==> src/logic/ccp_pkg.sv <==
// Purpose: shared constants of the compare and pwm unit
// Assumes: one core clock, all control inputs synchronous to it
// Notes:   mode codes follow the four-bit mode select field
package ccp_pkg;
	// mode select field encodings
	localparam logic [3:0] MODE_OFF   = 4'h0;
	localparam logic [3:0] MODE_SET   = 4'h8;
	localparam logic [3:0] MODE_CLR   = 4'h9;
	localparam logic [3:0] MODE_SWINT = 4'hA;
	localparam logic [3:0] MODE_TRIG  = 4'hB;
	localparam logic [1:0] GRP_CMP    = 2'h2;
	localparam logic [1:0] GRP_PWM    = 2'h3;

	// field positions inside the unit control register
	localparam int MODE_LSB = 0;
	localparam int MODE_MSB = 3;
	localparam int DLOW_LSB = 4;
	localparam int DLOW_MSB = 5;

	// widths
	localparam int CMP_W  = 16;
	localparam int CTRL_W = 6;
	localparam int DUTY_W = 10;
	localparam int BYTE_W = 8;
	localparam int FINE_W = 2;

	// values after reset
	localparam logic [5:0]  CTRL_RST = 6'h00;
	localparam logic [7:0]  BYTE_RST = 8'h00;
	localparam logic [9:0]  DUTY_RST = 10'h000;
	localparam logic [15:0] CMP_RST  = 16'h0000;
endpackage

==> src/logic/ccp_compare_and_pwm.sv <==
// Purpose: compare and pwm section of a capture/compare/pwm unit
// Assumes: timer1 and timer2 live outside; their counts arrive as inputs
// Notes:   capture mode is not part of this block
// Notes on behaviour
// compare value checked against timer1 count continuously
// match drives pin high, low or unchanged
// match sets event flag with pin action
// zero control write forces compare latch low
// software makes pin an output for compare
// timer1 must count synchronously for compare
// software interrupt mode only raises gated request
// trigger clears timer1, compare acts as period
// trigger may also start conversion when enabled
// trigger clear never sets timer1 overflow flag
// pwm mode drives up to ten-bit pulse
// zero control write forces pwm latch low
// period is period reg plus one, prescaled
// period match clears timer2, sets pin, loads duty; code drives pin low instead when the loaded duty is zero
// timer2 postscaler does not shape the period
// duty is write byte over two control bits
// high time equals duty times prescaled clock
// duty writes take effect at period match only
// duty double buffered, no mid-period glitch
// pin cleared when duty equals extended timer2
// duty beyond period never clears, full duty
// software sets pwm up in documented order
// mode codes select set, clear, interrupt, flag
// trigger mode sets the flag too
// zero mode resets unit, top ones select pwm
`timescale 1ns/1ps
module ccp_compare_and_pwm
	import ccp_pkg::*;
#(
	parameter bit STARTS_ADC = 1'b0 // trigger also starts a conversion
)
(
	input  wire logic              ref_clk,           // core clock, 40 MHz
	input  wire logic              rst,               // async reset, high
	input  wire logic              ctrl_wr,           // unit control write strobe
	input  wire logic [CTRL_W-1:0] ctrl_wdata,        // control write data
	input  wire logic              duty_wr,           // duty write byte strobe
	input  wire logic [BYTE_W-1:0] duty_wdata,        // duty write byte data
	input  wire logic              cmp_hi_wr,         // compare high byte strobe
	input  wire logic [BYTE_W-1:0] cmp_hi_wdata,      // compare high byte data
	input  wire logic              flag_clr,          // clear event flag
	input  wire logic              unit_event_enable, // interrupt enable
	input  wire logic              adc_enable,        // converter enabled
	input  wire logic [CMP_W-1:0]  timer1_count,      // timer1 pair value
	input  wire logic [BYTE_W-1:0] timer2_count,      // timer2 value
	input  wire logic              timer2_inc,        // timer2 increment pulse
	input  wire logic [FINE_W-1:0] timer2_fine,       // quarter phase or prescale
	input  wire logic [BYTE_W-1:0] pwm_period_reg,    // timer2 period value
	output logic                   unit_pin_out,      // unit pin output latch
	output logic                   unit_event_flag,   // sticky event flag
	output logic                   unit_irq,          // gated interrupt request
	output logic                   timer1_clear,      // pulse: clear timer1 pair
	output logic                   adc_start,         // pulse: start conversion
	output logic                   timer2_clear,      // pulse: clear timer2
	output logic [BYTE_W-1:0]      duty_active_reg,   // active duty, read-only
	output logic [CTRL_W-1:0]      unit_control_reg,  // control readback
	output logic [CMP_W-1:0]       compare_value_reg  // compare value readback
);
	logic [CTRL_W-1:0] ctrl_ff;
	logic [BYTE_W-1:0] dwrite_ff;
	logic              eq_prev_ff;
	logic              pin_ff;
	logic              flag_ff;
	logic              irq_ff;
	logic              t1clr_ff;
	logic              adc_ff;
	logic              t2clr_ff;
	logic [DUTY_W-1:0] active;

	logic [CTRL_W-1:0] nxt_ctrl;
	logic [BYTE_W-1:0] nxt_dwrite;
	logic              nxt_pin;
	logic              nxt_flag;

	// decoding of the mode field
	logic [3:0]        mode;
	logic              cmp_mode;
	logic              pwm_mode;
	logic              unit_off;
	logic              zero_wr;
	logic              eq_now;
	logic              cmp_match;
	logic              trig_match;
	logic              period_hit;
	logic [DUTY_W-1:0] duty_buf;
	logic              duty_hit;
	logic              hi_sw_wr;

	function automatic logic mode_is(input logic [3:0] m, input logic [3:0] code);
		mode_is = (m == code);
	endfunction

	assign mode     = ctrl_ff[MODE_MSB:MODE_LSB];
	assign cmp_mode = (mode[3:2] == GRP_CMP);
	assign pwm_mode = (mode[3:2] == GRP_PWM);
	assign unit_off = mode_is(mode, MODE_OFF);
	assign zero_wr  = ctrl_wr && (ctrl_wdata == CTRL_RST);

	// compare path; edge of equality so a stalled timer flags once
	assign eq_now     = (timer1_count == compare_value_reg);
	assign cmp_match  = cmp_mode && eq_now && !eq_prev_ff;
	assign trig_match = cmp_match && mode_is(mode, MODE_TRIG);

	// pwm path; timer2_inc is the prescaled tick, postscaler never seen
	assign period_hit = pwm_mode && timer2_inc && (timer2_count == pwm_period_reg);
	assign duty_buf   = {dwrite_ff, ctrl_ff[DLOW_MSB:DLOW_LSB]};
	assign duty_hit   = pwm_mode && ({timer2_count, timer2_fine} == active);
	assign hi_sw_wr   = cmp_hi_wr && !pwm_mode;

	// next control and duty write byte
	assign nxt_ctrl   = ctrl_wr ? ctrl_wdata : ctrl_ff;
	assign nxt_dwrite = duty_wr ? duty_wdata : dwrite_ff;

	// pin latch; zero write and unit off beat every other source
	assign nxt_pin = zero_wr                                 ? 1'b0 :
	                 unit_off                                ? 1'b0 :
	                 (cmp_match && mode_is(mode, MODE_SET))  ? 1'b1 :
	                 (cmp_match && mode_is(mode, MODE_CLR))  ? 1'b0 :
	                 period_hit                              ? (duty_buf != DUTY_RST) :
	                 duty_hit                                ? 1'b0 :
	                 pin_ff;

	// set wins over a clear in the same cycle
	assign nxt_flag = cmp_match || (flag_ff && !flag_clr);

	// configuration registers
	always_ff @(posedge ref_clk or posedge rst)
	begin
		if (rst)
		begin
			ctrl_ff   <= CTRL_RST;
			dwrite_ff <= BYTE_RST;
		end
		else
		begin
			ctrl_ff   <= nxt_ctrl;
			dwrite_ff <= nxt_dwrite;
		end
	end

	// output latch and flag
	always_ff @(posedge ref_clk or posedge rst)
	begin
		if (rst)
		begin
			pin_ff     <= 1'b0;
			flag_ff    <= 1'b0;
			irq_ff     <= 1'b0;
			eq_prev_ff <= 1'b0;
		end
		else
		begin
			pin_ff     <= nxt_pin;
			flag_ff    <= nxt_flag;
			irq_ff     <= nxt_flag && unit_event_enable;
			eq_prev_ff <= cmp_mode && eq_now;
		end
	end

	// trigger and period pulses; timer1 clear is a plain load, not an overflow
	always_ff @(posedge ref_clk or posedge rst)
	begin
		if (rst)
		begin
			t1clr_ff <= 1'b0;
			adc_ff   <= 1'b0;
			t2clr_ff <= 1'b0;
		end
		else
		begin
			t1clr_ff <= trig_match;
			adc_ff   <= trig_match && adc_enable && STARTS_ADC;
			t2clr_ff <= period_hit;
		end
	end

	// active duty, also compare high byte outside pwm mode
	pwm_duty_latch u_duty (
		.ref_clk  (ref_clk),
		.rst      (rst),
		.clear    (unit_off && !pwm_mode),
		.load     (period_hit),
		.load_val (duty_buf),
		.hi_wr    (hi_sw_wr),
		.hi_wdata (cmp_hi_wdata),
		.active   (active)
	);

	assign unit_pin_out      = pin_ff;
	assign unit_event_flag   = flag_ff;
	assign unit_irq          = irq_ff;
	assign timer1_clear      = t1clr_ff;
	assign adc_start         = adc_ff;
	assign timer2_clear      = t2clr_ff;
	assign duty_active_reg   = active[DUTY_W-1:FINE_W];
	assign unit_control_reg  = ctrl_ff;
	assign compare_value_reg = {active[DUTY_W-1:FINE_W], dwrite_ff};
endmodule

==> src/logic/pwm_duty_latch.sv <==
// Purpose: active duty register plus two-bit internal latch
// Assumes: load is a one-cycle pulse at the period match
// Notes:   upper byte doubles as compare high byte outside pwm mode
`timescale 1ns/1ps
module pwm_duty_latch
	import ccp_pkg::*;
(
	input  wire logic              ref_clk,   // core clock
	input  wire logic              rst,       // async reset, high
	input  wire logic              clear,     // unit turned off
	input  wire logic              load,      // period match copy
	input  wire logic [DUTY_W-1:0] load_val,  // buffered duty value
	input  wire logic              hi_wr,     // software high byte write
	input  wire logic [BYTE_W-1:0] hi_wdata,  // high byte data
	output logic      [DUTY_W-1:0] active     // active duty, registered
);
	logic [DUTY_W-1:0] nxt_active;

	// load has priority so software cannot disturb a running period
	assign nxt_active = clear ? DUTY_RST :
	                    load  ? load_val :
	                    hi_wr ? {hi_wdata, active[FINE_W-1:0]} : active;

	// double buffer storage
	always_ff @(posedge ref_clk or posedge rst)
	begin
		if (rst)
			active <= DUTY_RST;
		else
			active <= nxt_active;
	end
endmodule

==> config.mk <==
export PLATFORM = sky130hd
export DESIGN_NAME = ccp_compare_and_pwm
export DESIGN_NICKNAME = d
export VERILOG_FILES = /design/src/logic/ccp_pkg.sv /design/src/logic/ccp_compare_and_pwm.sv /design/src/logic/pwm_duty_latch.sv
export SDC_FILE = /design/constraint.sdc
export NUM_CORES = 1
export LEC_CHECK = 0
export BUFFER_PORTS_ARGS = -buffer_cell sky130_fd_sc_hd__buf_2
export CAP_MARGIN = 20
export CELL_PAD_IN_SITES_DETAIL_PLACEMENT = 0
export CELL_PAD_IN_SITES_GLOBAL_PLACEMENT = 2
export CORE_MARGIN = 5
export CORE_UTILIZATION = 25
export DETAILED_ROUTE_END_ITERATION = 10
export PLACE_DENSITY_LB_ADDON = 0.1
export SETUP_SLACK_MARGIN = 0.05
export SYNTH_ARGS = -nofsm -noshare
export SYNTH_HDL_FRONTEND = slang
export SYNTH_SLANG_ARGS = --single-unit
==> constraint.sdc <==
create_clock -name ref_clk -period 1.7 [get_ports ref_clk]
set_clock_uncertainty 0.05 [all_clocks]
set_input_delay 0.085 -clock ref_clk [delete_from_list [all_inputs] [get_ports ref_clk]]
set_output_delay 0.085 -clock ref_clk [all_outputs]
set_load 0.005 [all_outputs]
==> results of run 1 <==
[synth_stat cells, types with 2 or more instances]
library cell / instances
clkbuf_1: 3
mux2_2: 11
nor3_1: 2
nor2_1: 16
mux2i_1: 10
nor3_2: 2
nand2_1: 5
buf_4: 17
inv_1: 7
o21ai_0: 3
nor4_1: 8
xor2_1: 28
o2111a_1: 2
buf_2: 2
a211oi_2: 8
nand2b_1: 3
nand3_1: 3
dfrtp_1: 30
nand4_1: 2
[power by group]
part           internal, mW  total (mW)  switching, mW
combinational         0.343       0.633          0.290
clock                 0.409       0.679          0.271
sequential            0.783       0.861         0.0785
[area by class of cell]
class | instances | area (um^2)
Fill cell | 776 | 4530
Tap cell | 99 | 124
Timing Repair Buffer | 127 | 761
Clock buffer | 8 | 110
Sequential cell | 30 | 752
Inverter | 8 | 30.0
Multi-Input combinational cell | 119 | 950
[stage by stage]
step | cell area, um^2 | hold slack (ps) | power [mW] | TNS [ps] | setup WS [ps]
after floorplan | 1870 | 126 | 1.24 | 0 | 168
after global placement | 2490 | 143 | 1.50 | 0 | 58.4
after detailed placement | 2490 | 149 | 1.50 | 0 | 46.6
after CTS | 2710 | 0.958 | 2.21 | 0 | 34.7
after global routing | 2730 | 1.98 | 2.32 | -122 | -45.3
final | 2730 | 6.63 | 2.17 | 0 | 107
[cell families (layout without fill, tap and decap cells)]
kind of cell,after synthesis,count (layout),synth area share
AOI/OAI and AO/OA,20,20,0.103
xor gates and xnor gates,29,29,0.136
buffers and inverters,31,143,0.0983
DFF,30,30,0.401
muxes,21,21,0.120
other,1,1,0.00200
and+or+nand+nor,48,48,0.140
[routing by layer]
metal | share of wire | up-vias | GRT usage
met5 | 0 | - | 0
met4 | 0.0094 | 0 | 0.0315
met3 | 0.098 | 5 | 0.0395
met2 | 0.43 | 73 | 0.207
met1 | 0.46 | 759 | 0.183
li1 | - | 831 | -
[final timing paths]
| check | start | to | depth (start not counted) |
|---|---|---|---|
| max in group asynchronous | rst | u_duty.active[8]$_DFFE_PP0P_ | 4 |
| worst max register to register | dwrite_ff[1]$_DFFE_PP0P_ | timer1_clear$_DFF_PP0_ | 5 |
| worst max-delay path | dwrite_ff[1]$_DFFE_PP0P_ | timer1_clear$_DFF_PP0_ | 5 |
| worst min register to register | u_duty.active[0]$_DFFE_PP0P_ | u_duty.active[0]$_DFFE_PP0P_ | 2 |
| min in group asynchronous | rst | timer2_clear$_DFF_PP0_ | 4 |
| worst min-delay path | ctrl_wdata[0] | unit_control_reg[0]$_DFFE_PP0P_ | 2 |
[what timing repair did]
action,4_1_cts,5_1_grt
pin swaps,4,2
endpoints found under the hold margin,39,1
endpoints found under the setup margin,3,5
setup buffers,1,0
hold buffers,10,1
resized for setup,1,1
==> flow_summary.yaml, run 1 <==
floorplan:
  core_mm2: 0.00725
  die_width_um: 96.5
  die_area_mm2: 0.00932
  start_util: 0.258
  die_h_um: 96.5
  io_pins: 101
  rows: 31
worst_setup_path:
  cp_cell_sequence: "xor2_1 -> nor4_2 -> nand4_2 -> nor3_2 -> and3_1"
  critPathMaxFanout: 4
  ff2ff_setup_slack_ps: 110
  critPathKind: "reg -> reg"
  worstPathArrival_ps: 1760
  crit_family: "simple AND/OR/NAND/NOR gates"
  cp-end-kind: "flip-flop"
  crit_slowest_cell: "dfrtp_1"
  start_kind: "flip-flop"
  path_buf_inv: 0
  max_stage_delay_ps: 400
  required_ps: 1870
clock_tree:
  cts_buffers: 5
  tritoncts: "yes"
  clock_path_buffers: 2
  h-tree-depth: 2
  insertion_delay_ps: 280
  cts-root-buf: "clkbuf_8"
  clkSinkCount: 30
  path_clk_slew_ps: 70
timing:
  setup_viol: 0
  rsz0062_at_grt: "yes"
  period_needed_ps: 1590
  fmax_mhz: 628
  drv_slew: 0
  hold_viol_final: 0
  post-route-period-util: 0.937
run:
  drv_cap: 0
detailed_routing:
  wire_per_inst_um: 15.2
  dr.pass1.iters: 4
  wl_um: 5950
  num_vias: 1668
  drc: 0
  drt_iter0_drc: 36
  ant_nets: 0
  vias_per_cell: 4.27
layout:
  most-common-layout-cells: "buf_2, dfrtp_1, xor2_1"
  antenna_cells: 0
  syn_to_final_growth_pct: 45.7
  instances_no_fill: 391
  drive_gt1_frac: 0.517
  final_nets: 356
  largest_reg_flops: 10
  post-route-util: 0.376
  final_common_cell: "buf_2"
min_path:
  hp-class: "in -> reg"
yosys:
  synth.net_count: 245
  syn_area_mm2: 0.00187
  synth_cells: 180
  ys_seq_area_frac: 0.401
  synth_top_cell_area_share: 0.401
  ys.flop_type: "dfrtp_1"
  syn_area_per_cell_um2: 10.4
  async_flop_share: 1.00
  yosys_warnings: 0
  synth-edff-count: 0
  ys_ff_latch: 30
  yosys-top-cells-area: "dfrtp_1, xor2_1, buf_4, mux2_2, a211oi_2"
  synth_top_area_cell: "dfrtp_1"
  ys_types: 37
placed_design:
  place_inst: 371
  post-dp-hpwl_um: 4870
  gp_congestion: 0.697
  port_buffers: 98
grt:
  grt_pass1_wl_um: 9380
  grt_usage: 0.134
  grt_pass1_vias: 1726
  grt_max_degree: 31
  antenna_found_initial: 0
  overflow: 0
pwr:
  leakage_nw: 1.40
  powerDensity_mw_per_mm2: 798
  ir_worst_vdd_mv: 0.419
outcome:
  status: "finished, final reports clean"
No activity file was read; power rests on OpenSTA's default activity.
==> run 2, diff against run 1 <==
--- a/config.mk
+++ b/config.mk
@@ -6,10 +6,9 @@
 export NUM_CORES = 1
 export LEC_CHECK = 0
 export BUFFER_PORTS_ARGS = -buffer_cell sky130_fd_sc_hd__buf_2
-export CAP_MARGIN = 20
 export CELL_PAD_IN_SITES_DETAIL_PLACEMENT = 0
 export CELL_PAD_IN_SITES_GLOBAL_PLACEMENT = 2
-export CORE_MARGIN = 5
+export CORE_MARGIN = 4
 export CORE_UTILIZATION = 25
 export DETAILED_ROUTE_END_ITERATION = 10
 export PLACE_DENSITY_LB_ADDON = 0.1
==> constraint.sdc (replaced) <==
create_clock -name ref_clk -period 1.7 [get_ports ref_clk]
set_clock_uncertainty 0.05 [all_clocks]
set_input_delay 0.085 -clock ref_clk [delete_from_list [all_inputs] [get_ports ref_clk]]
set_output_delay 0.085 -clock ref_clk [all_outputs]
set_load 0.02 [all_outputs]
==> flow_summary.yaml, run 2 (synthesized netlist as in run 1, its figures left out) <==
clock_tree:
  clkSinkCount: 30
  clock_path_buffers: 2
  cts_buffers: 5
  h-tree-depth: 2
  tritoncts: "yes"
  path_clk_slew_ps: 70
  cts-root-buf: "clkbuf_8"
  insertion_delay_ps: 280
worst_setup_path:
  timing.rr.end: "timer1_clear$_DFF_PP0_"
  critical_path.startpoint: "u_duty.active[8]$_DFFE_PP0P_"
  r2r_cells: 5
  required_ps: 1880
  crit_path_end: "timer1_clear$_DFF_PP0_"
  start_kind: "flip-flop"
  worstPathArrival_ps: 1850
  reg2reg_from: "u_duty.active[8]$_DFFE_PP0P_"
  critPathMaxFanout: 4
  critPathKind: "reg -> reg"
  ff2ff_setup_slack_ps: 30
  cp-end-kind: "flip-flop"
pwr:
  powerDensity_mw_per_mm2: 807
  leakage_nw: 1.42
  power_mw: 2.25
  ir_worst_vdd_mv: 0.381
detailed_routing:
  dr.pass1.iters: 4
  drc: 0
  wl_um: 5950
  wire_per_inst_um: 14.9
  drt_iter0_drc: 74
  vias_per_cell: 4.23
  ant_nets: 0
  num_vias: 1691
layout:
  largest_reg_flops: 10
  final_nets: 365
  antenna_cells: 0
  syn_to_final_growth_pct: 49.1
  most-common-layout-cells: "buf_2, dfrtp_1, xor2_1"
  drive_gt1_frac: 0.525
  final_common_cell: "buf_2"
  fin_area_mm2: 0.00279
grt:
  grt_max_degree: 31
  grt_pass1_vias: 1714
  antenna_found_initial: 0
  grt_usage: 0.132
  overflow: 0
  grt_pass1_wl_um: 8860
timing:
  drv_slew: 0
  setup_viol: 0
  period_needed_ps: 1670
  fin_ws_ps: 28.6
  hold_viol_final: 0
  rsz0062_at_grt: "yes"
  fmax_mhz: 598
  post-route-period-util: 0.983
floorplan:
  die_width_um: 94.5
  rows: 31
  io_pins: 101
  die_area_mm2: 0.00894
  die_h_um: 94.5
  core_mm2: 0.00725
  start_util: 0.258
placed_design:
  dp_slack_ps: 30.2
  post-dp-hpwl_um: 4750
  gp_congestion: 0.716
  port_buffers: 98
  placed_cell_area_mm2: 0.00249
outcome:
  status: "finished, final reports clean"
run:
  drv_cap: 0
min_path:
  hp-class: "in -> reg"
run 2: changes by cell type in the layout (fill, tap and decap cells not counted), sizes merged:
cell and delta:
buf +6, dlygate4sd3 +3, clkbuf -1, clkinv +1
run 2: worst min-delay path by stage:
stage / start / cells past startpoint / end / slack [ps]
floorplan: rst / 1 / dwrite_ff[0]$_DFFE_PP0P_ / 130
global placement: rst / 3 / timer2_clear$_DFF_PP0_ / 140
detailed placement: rst / 3 / timer2_clear$_DFF_PP0_ / 150
CTS: ctrl_wdata[0] / 2 / unit_control_reg[0]$_DFFE_PP0P_ / 0.2
global route: ctrl_wdata[0] / 2 / unit_control_reg[0]$_DFFE_PP0P_ / 2
finish: ctrl_wdata[0] / 2 / unit_control_reg[0]$_DFFE_PP0P_ / 0.8
run 2: area by class of cell:
class / instances / area (um^2)
Clock inverter: 1 / 5.00
Multi-Input combinational cell: 119 / 970
Inverter: 8 / 30.0
Clock buffer: 7 / 86.3
Timing Repair Buffer: 136 / 825
Sequential cell: 30 / 752
Fill cell: 768 / 4460
Tap cell: 99 / 124
run 2: what timing repair did:
item / in CTS / in global routing
hold buffers: 12 / 2
hold endpoints to repair: 41 / 2
endpoints found under the setup margin: 3 / 7
gates resized for setup: 1 / 6
cloned: 0 / 1
pin swaps: 2 / 7
setup buffers: 1 / 4
run 2: per-stage QoR:
step                      utilization  hold WS (ps)  std cells  TNS, ps
after global routing            0.385          1.72        400    -37.7
after floorplan                     -           126        180        0
final                           0.385         0.795        400        0
after detailed placement        0.343           147        372        0
after global placement          0.343           142        372    -9.29
after CTS                       0.374         0.234        393        0
run 2: power breakdown:
part	internal [mW]	switching (mW)	total, mW
clock network	0.326	0.274	0.600
logic	0.372	0.423	0.795
registers	0.783	0.0757	0.859
run 2: worst max-delay path, stage by stage, from the launching register on:
cell and delay [ps]:
dfrtp_2 430, xor2_2 160, nor4_2 340, nand4_2 230
nor3_4 250, and3_1 170
run 2: metal layers:
metal / global-route usage / vias to the layer above / wire, um
met5: 0 / - / 0
met2: 0.204 / 71 / 2560
met4: 0.0541 / 0 / 91
li1: - / 858 / -
met1: 0.180 / 755 / 2830
met3: 0.0255 / 7 / 465
